$ cat src/design/audio_regs_pkg.sv
// constants for the audio transceiver control and status registers
// assumes byte-wide register access through the serial control port
package audio_regs_pkg;
	localparam logic [7:0] ADDR_LEFT_ATT = 8'h46;
	localparam logic [7:0] ADDR_RIGHT_ATT = 8'h47;
	localparam logic [7:0] ADDR_IFACE_FMT = 8'h48;
	localparam logic [7:0] ADDR_FILT_MUTE = 8'h49;
	localparam logic [7:0] ADDR_RX_STATUS_FIRST = 8'h5A;
	localparam logic [7:0] ADDR_RX_STATUS_LAST = 8'h5F;
	localparam logic [7:0] ADDR_TX_SOURCE = 8'h60;
	localparam logic [7:0] ADDR_TX_CLK_FMT = 8'h61;

	localparam logic [7:0] RESET_ATT = 8'hD7;
	localparam logic [7:0] RESET_IFACE_FMT = 8'h00;
	localparam logic [7:0] RESET_FILT_MUTE = 8'h00;
	localparam logic [7:0] RESET_TX_SOURCE = 8'h44;
	localparam logic [7:0] RESET_TX_CLK_FMT = 8'h10;
	localparam logic [47:0] RESET_RX_STATUS = 48'h000000000000;

	// writable bits of each register; reserved bits read as zero
	localparam logic [7:0] MASK_IFACE_FMT = 8'h73;
	localparam logic [7:0] MASK_FILT_MUTE = 8'h1F;
	localparam logic [7:0] MASK_TX_SOURCE = 8'h77;
	localparam logic [7:0] MASK_TX_CLK_FMT = 8'h77;

	localparam int IFACE_MODE_LSB = 4;
	localparam int CONV_FMT_LSB = 0;
	localparam int ZERO_CROSS_BIT = 4;
	localparam int BYPASS_BIT = 3;
	localparam int POLARITY_BIT = 2;
	localparam int RIGHT_MUTE_BIT = 1;
	localparam int LEFT_MUTE_BIT = 0;
	localparam int TX_SYSCLK_SRC_LSB = 4;
	localparam int TX_FRAME_SRC_LSB = 0;
	localparam int TX_SYSCLK_RATE_LSB = 4;
	localparam int TX_ONEBIT_BIT = 2;
	localparam int TX_FMT_LSB = 0;

	localparam logic [7:0] GAIN_MUTE_BELOW = 8'h0F;
	localparam logic [2:0] IFACE_PERIPHERAL = 3'h0;
	localparam logic [2:0] IFACE_DRIVE_512 = 3'h2;
	localparam logic [2:0] IFACE_DRIVE_256 = 3'h4;
	localparam logic [2:0] SELECTOR_CONV_ALONE = 3'h1;

	localparam logic [2:0] SRC_AUTO = 3'h0;
	localparam logic [2:0] SRC_RECEIVER = 3'h1;
	localparam logic [2:0] SRC_CONVERTER = 3'h2;
	localparam logic [2:0] SRC_AUX_LAST = 3'h5;
	localparam logic [2:0] RATE_128 = 3'h0;
	localparam logic [2:0] RATE_512 = 3'h2;
	localparam logic [2:0] RATE_RESERVED = 3'h3;

	localparam int FRAME_DIVIDE = 64;
	localparam int RAMP_STEP_NS = 160;
	localparam int CLK_PERIOD_NS = 10;
	localparam int RAMP_STEP_CYCLES = (RAMP_STEP_NS + CLK_PERIOD_NS - 1) / CLK_PERIOD_NS;
	localparam logic [7:0] RAMP_FULL = 8'hFF;
endpackage

$ cat src/design/audio_control_regs.sv
// holds the control/status registers and the control decode they drive
// assumes register strobes come from the serial control port already decoded
// into byte address and data on sys_clk_in; receiver signals are synchronous
`timescale 1ns/1ps
`default_nettype none
module audio_control_regs #(
	parameter int RAMP_STEP = audio_regs_pkg::RAMP_STEP_CYCLES
) (
	input wire logic sys_clk_in,
	input wire logic rst_in,
	input wire logic [7:0] reg_addr_in,
	input wire logic [7:0] reg_wdata_in,
	input wire logic reg_write_in,
	input wire logic reg_read_in,
	output logic [7:0] reg_rdata_out,
	output logic reg_rvalid_out,
	input wire logic [2:0] main_port_selector_in,
	input wire logic [1:0] zero_cross_in,
	input wire logic rx_locked_in,
	input wire logic rx_parity_error_in,
	input wire logic rx_status_load_in,
	input wire logic [47:0] rx_status_bits_in,
	input wire logic [2:0] rx_sysclk_rate_in,
	input wire logic tx_bit_clk_in,
	input wire logic [23:0] tx_audio_in,
	output logic [7:0] left_gain_code_out,
	output logic [7:0] right_gain_code_out,
	output logic [1:0] gain_muted_out,
	output logic [7:0] left_ramp_level_out,
	output logic [7:0] right_ramp_level_out,
	output logic [2:0] conv_iface_mode_out,
	output logic conv_clock_driver_out,
	output logic [1:0] conv_out_format_out,
	output logic highpass_bypass_out,
	output logic input_polarity_out,
	output logic [2:0] tx_sysclk_source_out,
	output logic [2:0] tx_frame_source_out,
	output logic [2:0] tx_sysclk_rate_out,
	output logic tx_onebit_input_en_out,
	output logic [1:0] tx_in_format_out,
	output logic tx_frame_clk_out,
	output logic [23:0] tx_audio_out
);
	logic [7:0] att_reg [2];
	logic [7:0] iface_fmt_reg;
	logic [7:0] filt_mute_reg;
	logic [7:0] tx_source_reg;
	logic [7:0] tx_clk_fmt_reg;
	logic [47:0] rx_status_reg;
	logic [7:0] applied_gain_reg [2];
	logic [7:0] ramp_level_reg [2];
	logic [7:0] rdata_next;
	logic [2:0] bclk_sync_reg;
	logic bclk_level_reg;
	logic [5:0] frame_count_reg;
	logic frame_clk_reg;
	logic [23:0] tx_audio_reg;
	logic zero_cross_off;
	logic [2:0] iface_mode;
	logic onebit_en;
	logic bclk_rise;

	assign zero_cross_off = filt_mute_reg[audio_regs_pkg::ZERO_CROSS_BIT];
	assign iface_mode = iface_fmt_reg[audio_regs_pkg::IFACE_MODE_LSB +: 3];
	assign onebit_en = tx_clk_fmt_reg[audio_regs_pkg::TX_ONEBIT_BIT];

	// register writes; reserved bits are masked so they always read zero
	always_ff @(posedge sys_clk_in or posedge rst_in) begin
		if (rst_in) begin
			att_reg[0] <= audio_regs_pkg::RESET_ATT;
			att_reg[1] <= audio_regs_pkg::RESET_ATT;
			iface_fmt_reg <= audio_regs_pkg::RESET_IFACE_FMT;
			filt_mute_reg <= audio_regs_pkg::RESET_FILT_MUTE;
			tx_source_reg <= audio_regs_pkg::RESET_TX_SOURCE;
			tx_clk_fmt_reg <= audio_regs_pkg::RESET_TX_CLK_FMT;
		end else if (reg_write_in) begin
			unique case (reg_addr_in)
				audio_regs_pkg::ADDR_LEFT_ATT: att_reg[0] <= reg_wdata_in;
				audio_regs_pkg::ADDR_RIGHT_ATT: att_reg[1] <= reg_wdata_in;
				audio_regs_pkg::ADDR_IFACE_FMT: begin
					iface_fmt_reg <= reg_wdata_in & audio_regs_pkg::MASK_IFACE_FMT;
				end
				audio_regs_pkg::ADDR_FILT_MUTE: begin
					filt_mute_reg <= reg_wdata_in & audio_regs_pkg::MASK_FILT_MUTE;
				end
				audio_regs_pkg::ADDR_TX_SOURCE: begin
					tx_source_reg <= reg_wdata_in & audio_regs_pkg::MASK_TX_SOURCE;
				end
				audio_regs_pkg::ADDR_TX_CLK_FMT: begin
					tx_clk_fmt_reg <= reg_wdata_in & audio_regs_pkg::MASK_TX_CLK_FMT;
				end
				default: begin
				end
			endcase
		end
	end

	// status buffer: clear beats load so a stale block never survives a dropout
	always_ff @(posedge sys_clk_in or posedge rst_in) begin
		if (rst_in) begin
			rx_status_reg <= audio_regs_pkg::RESET_RX_STATUS;
		end else if (!rx_locked_in || rx_parity_error_in) begin
			rx_status_reg <= audio_regs_pkg::RESET_RX_STATUS;
		end else if (rx_status_load_in) begin
			for (int i = 0; i < 48; i++) begin
				rx_status_reg[47 - i] <= rx_status_bits_in[i];
			end
		end
	end

	// read data; buffer bytes run from status bits 0..7 at the first address
	always_comb begin
		rdata_next = 8'h00;
		if (reg_addr_in >= audio_regs_pkg::ADDR_RX_STATUS_FIRST &&
				reg_addr_in <= audio_regs_pkg::ADDR_RX_STATUS_LAST) begin
			rdata_next = rx_status_reg[8'(8'd47 - 8'(8'd8 * (reg_addr_in -
				audio_regs_pkg::ADDR_RX_STATUS_FIRST))) -: 8];
		end else begin
			unique case (reg_addr_in)
				audio_regs_pkg::ADDR_LEFT_ATT: rdata_next = att_reg[0];
				audio_regs_pkg::ADDR_RIGHT_ATT: rdata_next = att_reg[1];
				audio_regs_pkg::ADDR_IFACE_FMT: rdata_next = iface_fmt_reg;
				audio_regs_pkg::ADDR_FILT_MUTE: rdata_next = filt_mute_reg;
				audio_regs_pkg::ADDR_TX_SOURCE: rdata_next = tx_source_reg;
				audio_regs_pkg::ADDR_TX_CLK_FMT: rdata_next = tx_clk_fmt_reg;
				default: rdata_next = 8'h00;
			endcase
		end
	end

	always_ff @(posedge sys_clk_in or posedge rst_in) begin
		if (rst_in) begin
			reg_rdata_out <= 8'h00;
			reg_rvalid_out <= 1'b0;
		end else begin
			reg_rvalid_out <= reg_read_in;
			if (reg_read_in) begin
				reg_rdata_out <= rdata_next;
			end
		end
	end

	// per-channel gain apply and soft-mute ramp
	for (genvar ch = 0; ch < 2; ch++) begin : chan_gen
		logic [$clog2(RAMP_STEP + 1) - 1:0] step_count_reg;
		logic mute_on;
		assign mute_on = filt_mute_reg[ch == 0 ? audio_regs_pkg::LEFT_MUTE_BIT :
			audio_regs_pkg::RIGHT_MUTE_BIT];

		// changes land on a zero crossing so no click is heard, or at once when the zero-cross bit is set
		always_ff @(posedge sys_clk_in or posedge rst_in) begin
			if (rst_in) begin
				applied_gain_reg[ch] <= audio_regs_pkg::RESET_ATT;
			end else if (zero_cross_off || zero_cross_in[ch]) begin
				applied_gain_reg[ch] <= att_reg[ch];
			end
		end

		always_ff @(posedge sys_clk_in or posedge rst_in) begin
			if (rst_in) begin
				step_count_reg <= '0;
				ramp_level_reg[ch] <= audio_regs_pkg::RAMP_FULL;
			end else if (step_count_reg == ($bits(step_count_reg))'(RAMP_STEP - 1)) begin
				step_count_reg <= '0;
				if (mute_on && ramp_level_reg[ch] != 8'h00) begin
					ramp_level_reg[ch] <= ramp_level_reg[ch] - 8'h01;
				end else if (!mute_on && ramp_level_reg[ch] != audio_regs_pkg::RAMP_FULL) begin
					ramp_level_reg[ch] <= ramp_level_reg[ch] + 8'h01;
				end
			end else begin
				step_count_reg <= step_count_reg + 1'b1;
			end
		end

		// codes under the floor mean full mute
		assign gain_muted_out[ch] = applied_gain_reg[ch] < audio_regs_pkg::GAIN_MUTE_BELOW;
	end

	assign left_gain_code_out = applied_gain_reg[0];
	assign right_gain_code_out = applied_gain_reg[1];
	assign left_ramp_level_out = ramp_level_reg[0];
	assign right_ramp_level_out = ramp_level_reg[1];

	// reserved mode codes fall back to peripheral operation
	always_comb begin
		conv_iface_mode_out = audio_regs_pkg::IFACE_PERIPHERAL;
		if (main_port_selector_in == audio_regs_pkg::SELECTOR_CONV_ALONE &&
				(iface_mode == audio_regs_pkg::IFACE_DRIVE_512 ||
				iface_mode == audio_regs_pkg::IFACE_DRIVE_256)) begin
			conv_iface_mode_out = iface_mode;
		end
	end
	assign conv_clock_driver_out = conv_iface_mode_out != audio_regs_pkg::IFACE_PERIPHERAL;
	assign conv_out_format_out = iface_fmt_reg[audio_regs_pkg::CONV_FMT_LSB +: 2];
	assign highpass_bypass_out = filt_mute_reg[audio_regs_pkg::BYPASS_BIT];
	assign input_polarity_out = filt_mute_reg[audio_regs_pkg::POLARITY_BIT];

	// resolve the automatic source against receiver lock
	function automatic logic [2:0] resolve_source(input logic [2:0] code, input logic locked);
		logic [2:0] result;
		result = code;
		if (code == audio_regs_pkg::SRC_AUTO) begin
			result = locked ? audio_regs_pkg::SRC_RECEIVER : audio_regs_pkg::SRC_CONVERTER;
		end
		return result;
	endfunction

	assign tx_sysclk_source_out = resolve_source(tx_source_reg[audio_regs_pkg::TX_SYSCLK_SRC_LSB +: 3],
		rx_locked_in);
	assign tx_frame_source_out = resolve_source(tx_source_reg[audio_regs_pkg::TX_FRAME_SRC_LSB +: 3],
		rx_locked_in);

	always_comb begin
		tx_sysclk_rate_out = tx_clk_fmt_reg[audio_regs_pkg::TX_SYSCLK_RATE_LSB +: 3];
		if (tx_sysclk_rate_out[2]) begin
			tx_sysclk_rate_out = rx_sysclk_rate_in;
		end
	end
	assign tx_onebit_input_en_out = onebit_en;
	assign tx_in_format_out = tx_clk_fmt_reg[audio_regs_pkg::TX_FMT_LSB +: 2];

	// bit clock arrives from a pin: three stages, change counted when last two agree
	always_ff @(posedge sys_clk_in or posedge rst_in) begin
		if (rst_in) begin
			bclk_sync_reg <= 3'h0;
			bclk_level_reg <= 1'b0;
		end else begin
			bclk_sync_reg <= {bclk_sync_reg[1:0], tx_bit_clk_in};
			if (bclk_sync_reg[1] == bclk_sync_reg[2]) begin
				bclk_level_reg <= bclk_sync_reg[2];
			end
		end
	end
	assign bclk_rise = bclk_sync_reg[1] && bclk_sync_reg[2] && !bclk_level_reg;

	// frame clock toggles every half of the divide, only in one-bit input mode
	always_ff @(posedge sys_clk_in or posedge rst_in) begin
		if (rst_in) begin
			frame_count_reg <= 6'h00;
			frame_clk_reg <= 1'b0;
		end else if (!onebit_en) begin
			frame_count_reg <= 6'h00;
			frame_clk_reg <= 1'b0;
		end else if (bclk_rise) begin
			frame_count_reg <= frame_count_reg + 6'h01;
			if (frame_count_reg == 6'(audio_regs_pkg::FRAME_DIVIDE / 2 - 1) ||
					frame_count_reg == 6'(audio_regs_pkg::FRAME_DIVIDE - 1)) begin
				frame_clk_reg <= !frame_clk_reg;
			end
		end
	end
	assign tx_frame_clk_out = frame_clk_reg;

	always_ff @(posedge sys_clk_in or posedge rst_in) begin
		if (rst_in) begin
			tx_audio_reg <= 24'h000000;
		end else begin
			tx_audio_reg <= onebit_en ? 24'h000000 : tx_audio_in;
		end
	end
	assign tx_audio_out = tx_audio_reg;
endmodule
`default_nettype wire

$ cat config.mk
export PLATFORM = sky130hd
export DESIGN_NAME = audio_control_regs
export DESIGN_NICKNAME = d
export VERILOG_FILES = /design/src/design/audio_regs_pkg.sv /design/src/design/audio_control_regs.sv
export SDC_FILE = /design/constraint.sdc
export NUM_CORES = 1
export LEC_CHECK = 0
export BUFFER_PORTS_ARGS = -buffer_cell sky130_fd_sc_hd__buf_2
export CAP_MARGIN = 10
export CORE_ASPECT_RATIO = 1.5
export CORE_MARGIN = 2
export CORE_UTILIZATION = 54
export CTS_BUF_LIST = sky130_fd_sc_hd__clkbuf_16
export DETAILED_ROUTE_END_ITERATION = 12
export GPL_ROUTABILITY_DRIVEN = 0
export PLACE_DENSITY = 0.88
export SLEW_MARGIN = 20
export SYNTH_ARGS = -nofsm -noshare
export SYNTH_HDL_FRONTEND = slang
export SYNTH_SLANG_ARGS = --single-unit
$ cat constraint.sdc
create_clock -name sys_clk_in -period 5.85 [get_ports sys_clk_in]
set_input_delay 0.8775 -clock sys_clk_in [delete_from_list [all_inputs] [get_ports sys_clk_in]]
set_output_delay 0.8775 -clock sys_clk_in [all_outputs]
set_load 0.01 [all_outputs]
==> impl_metrics.prom <==
# TYPE chip_impl_metric gauge
chip_impl_metric{name="register_bit_count_reported_by_yosys",unit=""} 171
chip_impl_metric{name="area_growth_syn_to_layout",unit="%"} 19.7
chip_impl_metric{name="via_count_of_the_first_global_routing_pass",unit=""} 6076
chip_impl_info{name="outcome",value="completed"} 1
chip_impl_info{name="synth_ff_type",value="sky130_fd_sc_hd__dfrtp_1"} 1
chip_impl_metric{name="netlist_instances",unit=""} 689
chip_impl_info{name="holdCritPathClass",value="reg -> reg"} 1
chip_impl_metric{name="critical_path_peak_fanout",unit=""} 7
chip_impl_metric{name="critical_path_cell_count",unit=""} 9
chip_impl_metric{name="dieArea",unit="um^2"} 16400
chip_impl_metric{name="detail_route.drc_violations",unit=""} 0
chip_impl_metric{name="cts_repair_resizes",unit=""} 0
chip_impl_metric{name="synth-async-reset-ratio",unit=""} 1.00
chip_impl_metric{name="timing_worst_slew_pin_value",unit="ns"} 1.03
chip_impl_metric{name="worst_path_largest_cell_delay",unit="ns"} 0.52
chip_impl_metric{name="route.antenna.remaining_nets",unit=""} 0
chip_impl_metric{name="syn_area",unit="um^2"} 8300
chip_impl_metric{name="fillCellCount",unit=""} 1132
chip_impl_metric{name="timing_max_transition_violations_final",unit=""} 0
chip_impl_info{name="clock_tree_from_tritoncts",value="built"} 1
chip_impl_metric{name="detailed_place.area",unit="um^2"} 9370
chip_impl_info{name="cp-end-kind",value="flop"} 1
chip_impl_metric{name="timing.max_slew.rel_slack",unit=""} 0.316
chip_impl_metric{name="die_width",unit="um"} 105
chip_impl_metric{name="clock_tree.buffer_depth",unit=""} 2
chip_impl_metric{name="synth_edf_count",unit=""} 0
chip_impl_info{name="setup_repair_after_global_routing_missed_its_margin",value="false"} 1
chip_impl_metric{name="hold_violations",unit=""} 0
chip_impl_metric{name="antenna_cells",unit=""} 0
chip_impl_metric{name="detailedRoute.firstIterationViolations",unit=""} 290
chip_impl_metric{name="period_share",unit=""} 0.509
chip_impl_metric{name="synth.distinct_cells",unit=""} 62
chip_impl_metric{name="critPathRequiredTime",unit="ns"} 6.21
chip_impl_info{name="worst_path_dominant_cell_family",value="simple AND/OR/NAND/NOR gates"} 1
chip_impl_metric{name="grt_remaining_overflow",unit=""} 0
chip_impl_metric{name="skew",unit="ns"} 0.0165
chip_impl_metric{name="finalNetCount",unit=""} 994
chip_impl_metric{name="drv_cap",unit=""} 0
chip_impl_metric{name="chipHeight",unit="um"} 156
chip_impl_metric{name="finish.instance_area",unit="um^2"} 9930
chip_impl_metric{name="placementRows",unit=""} 55
chip_impl_info{name="slowest_stage",value="sky130_fd_sc_hd__or4_1"} 1
chip_impl_metric{name="detail_route.wl_per_cell",unit="um"} 17.7
chip_impl_metric{name="firstDrtPassIters",unit=""} 5
chip_impl_metric{name="port_buffers",unit=""} 190
chip_impl_metric{name="largest_register_ffs",unit=""} 48
chip_impl_metric{name="clkTransAtPathRegs",unit="ns"} 0.07
chip_impl_metric{name="fp.coreArea",unit="um^2"} 15100
chip_impl_metric{name="drt_wl_total",unit="um"} 19100
chip_impl_metric{name="power-per-cell-area",unit="nW/um^2"} 272
chip_impl_metric{name="grt_antenna_before_repair",unit=""} 1
chip_impl_metric{name="cts-hold-fix-buffers",unit=""} 0
chip_impl_metric{name="final_layout_size_suffix_gt1_frac",unit=""} 0.400
chip_impl_info{name="timing.critical_path.from_type",value="flop"} 1
chip_impl_metric{name="wire_length_of_the_first_global_routing_pass",unit="um"} 31000
chip_impl_metric{name="leakagePower",unit="nW"} 4.98
chip_impl_metric{name="cts-buffers-inserted",unit=""} 17
chip_impl_metric{name="h-tree-depth",unit=""} 4
chip_impl_metric{name="timing.fmax",unit="MHz"} 336
chip_impl_metric{name="floorplan.io_pins",unit=""} 192
chip_impl_metric{name="number_of_sinks_on_the_clock_net",unit=""} 171
chip_impl_metric{name="via_count",unit=""} 5964
chip_impl_metric{name="start_util",unit=""} 0.550
chip_impl_metric{name="period_needed",unit="ns"} 2.98
chip_impl_metric{name="worstPathBufferInverterCount",unit=""} 1
chip_impl_info{name="root_buffer",value="sky130_fd_sc_hd__clkbuf_16"} 1
chip_impl_metric{name="synth_seq_area_share",unit=""} 0.522
chip_impl_metric{name="synthesis.yosys.warnings",unit=""} 0
chip_impl_metric{name="worst_ep_arrival_time",unit="ns"} 3.34
chip_impl_metric{name="setup_viol",unit=""} 0
chip_impl_metric{name="min_delay_path_depth",unit=""} 0
chip_impl_metric{name="syn_nets",unit=""} 813
chip_impl_metric{name="hpwl_detailed",unit="um"} 14300
chip_impl_info{name="timing_worst_setup_path_type",value="reg -> reg"} 1
chip_impl_metric{name="ff2ff_path_depth",unit=""} 9
chip_impl_metric{name="synth_area_per_cell",unit="um^2"} 12.0
chip_impl_metric{name="worst_skew_pair.late_latency",unit="ns"} 0.43
chip_impl_metric{name="groute.usage.overall",unit=""} 0.242
chip_impl_metric{name="cts_setup_buffers",unit=""} 0
chip_impl_info{name="worstPathCellList",value="or4_1 > o21ai_1 > inv_1 > ha_1 > nor2b_1 > o31a_1 > o21a_1 > or3_1 > a31o_2"} 1
chip_impl_metric{name="timing.setup.tns",unit="ns"} 0
chip_impl_metric{name="peak_supply_drop",unit="mV"} 0.175
chip_impl_metric{name="vias_per_cell",unit=""} 5.51
chip_impl_metric{name="largest_net_degree_at_the_start_of_global_routing",unit=""} 78
[path summary, 6_finish.rpt]
kind	slack, ns	from	endpoint
min	0.34	bclk_sync_reg[0]	bclk_sync_reg[1]
max in group asynchronous	4.20	rst_in	filt_mute_reg[3]
min in group asynchronous	0.56	rst_in	tx_audio_out[17]
max reg2reg	2.87	right_ramp_level_out[1]	right_ramp_level_out[6]
max	2.87	right_ramp_level_out[1]	right_ramp_level_out[6]
min reg2reg	0.34	bclk_sync_reg[0]	bclk_sync_reg[1]
[power by group]
| group | switching (mW) | leakage (nW) | total [mW] | internal [mW] |
|---|---|---|---|---|
| clock | 0.483 | 0.281 | 1.06 | 0.576 |
| combinational | 0.187 | 2.57 | 0.346 | 0.159 |
| sequential | 0.0435 | 2.13 | 1.30 | 1.25 |
| total | 0.714 | 4.98 | 2.70 | 1.99 |
[cell usage in the layout, fill, tap and decap left out, types with 17 or more instances in the layout]
cell type	netlist	routed
sky130_fd_sc_hd__nor2_1	70	70
sky130_fd_sc_hd__o21ai_0	24	24
sky130_fd_sc_hd__nand2_1	21	21
sky130_fd_sc_hd__a21oi_1	18	18
sky130_fd_sc_hd__dfrtp_1	128	128
sky130_fd_sc_hd__buf_2	7	190
sky130_fd_sc_hd__clkbuf_16	0	18
sky130_fd_sc_hd__nor2b_1	34	34
sky130_fd_sc_hd__dfstp_2	43	43
sky130_fd_sc_hd__ha_1	18	18
sky130_fd_sc_hd__mux2_2	41	41
sky130_fd_sc_hd__mux2i_1	69	69
sky130_fd_sc_hd__inv_1	17	17
[through the flow]
step,total power [mW],utilization,hold slack [ns],worst slack (ns),instances
floorplan,1.53,-,0.331,0.412,689
global placement,1.65,0.622,0.337,2.96,1050
detailed placement,1.67,0.622,0.335,2.87,1050
CTS,2.73,0.659,0.346,2.87,1082
global route,2.82,0.659,0.352,2.76,1082
finish,2.70,0.659,0.345,2.87,1082
[kinds of logic after synthesis]
family,after synthesis,share of synthesized area
mux,147,0.207
compound gates,91,0.0677
fa+ha+maj,20,0.0320
simple gates,192,0.125
other cells,1,0.000452
xor+xnor,17,0.0179
flops,171,0.522
buf+inv,50,0.0274
[worst register-to-register path, cell delays in order (launching register included)]
cell and delay [ns]:
sky130_fd_sc_hd__dfstp_2 0.39, sky130_fd_sc_hd__or4_1 0.52, sky130_fd_sc_hd__o21ai_1 0.28, sky130_fd_sc_hd__inv_1 0.21, sky130_fd_sc_hd__ha_1 0.36, sky130_fd_sc_hd__nor2b_1 0.17, sky130_fd_sc_hd__o31a_1 0.26, sky130_fd_sc_hd__o21a_1 0.18
sky130_fd_sc_hd__or3_1 0.30, sky130_fd_sc_hd__a31o_2 0.25
[cell type report]
type                       count  area [um^2]  area share
tap                          199          249      0.0251
timing repair buffer         195          988      0.0995
sequential                   171         4330       0.436
multi-input combinational    468         3730       0.376
clock buffer                  18          450      0.0454
clock inverter                14          106      0.0107
inverter                      17         68.8     0.00693
[per-layer routing]
metal | vias up | routed length (um) | global-route usage
met5 | - | 13 | 0
met4 | 2 | 753 | 0.108
met3 | 49 | 934 | 0.0530
met2 | 200 | 10000 | 0.430
met1 | 2907 | 7380 | 0.279
li1 | 2806 | - | -
[Yosys cell counts, types with 3 or more instances]
cell type | n | area (um^2)
sky130_fd_sc_hd__a211oi_1 | 3 | 22.5
sky130_fd_sc_hd__a21o_1 | 4 | 30.0
sky130_fd_sc_hd__a21oi_1 | 18 | 90.1
sky130_fd_sc_hd__a31oi_1 | 11 | 68.8
sky130_fd_sc_hd__and2_1 | 5 | 31.3
sky130_fd_sc_hd__and3_1 | 3 | 18.8
sky130_fd_sc_hd__buf_1 | 4 | 15.0
sky130_fd_sc_hd__buf_2 | 7 | 35.0
sky130_fd_sc_hd__buf_4 | 6 | 45.0
sky130_fd_sc_hd__clkbuf_1 | 14 | 52.6
sky130_fd_sc_hd__dfrtp_1 | 128 | 3200
sky130_fd_sc_hd__dfstp_2 | 43 | 1130
sky130_fd_sc_hd__ha_1 | 18 | 225
sky130_fd_sc_hd__inv_1 | 17 | 63.8
sky130_fd_sc_hd__mux2_1 | 13 | 146
sky130_fd_sc_hd__mux2_2 | 41 | 462
sky130_fd_sc_hd__mux2_4 | 16 | 240
sky130_fd_sc_hd__mux2i_1 | 69 | 691
sky130_fd_sc_hd__mux4_2 | 8 | 180
sky130_fd_sc_hd__nand2_1 | 21 | 78.8
sky130_fd_sc_hd__nand2b_1 | 8 | 50.1
sky130_fd_sc_hd__nand3_1 | 11 | 55.1
sky130_fd_sc_hd__nand3_2 | 3 | 30.0
sky130_fd_sc_hd__nand4_1 | 6 | 37.5
sky130_fd_sc_hd__nor2_1 | 70 | 263
sky130_fd_sc_hd__nor2b_1 | 34 | 213
sky130_fd_sc_hd__nor3_1 | 6 | 30.0
sky130_fd_sc_hd__o21a_1 | 4 | 30.0
sky130_fd_sc_hd__o21ai_0 | 24 | 120
sky130_fd_sc_hd__o21ai_1 | 9 | 45.0
sky130_fd_sc_hd__or3_1 | 4 | 25.0
sky130_fd_sc_hd__or4_1 | 5 | 37.5
sky130_fd_sc_hd__xnor2_1 | 11 | 96.3
sky130_fd_sc_hd__xor2_1 | 6 | 52.6
Power figures use the tool's default switching activity.
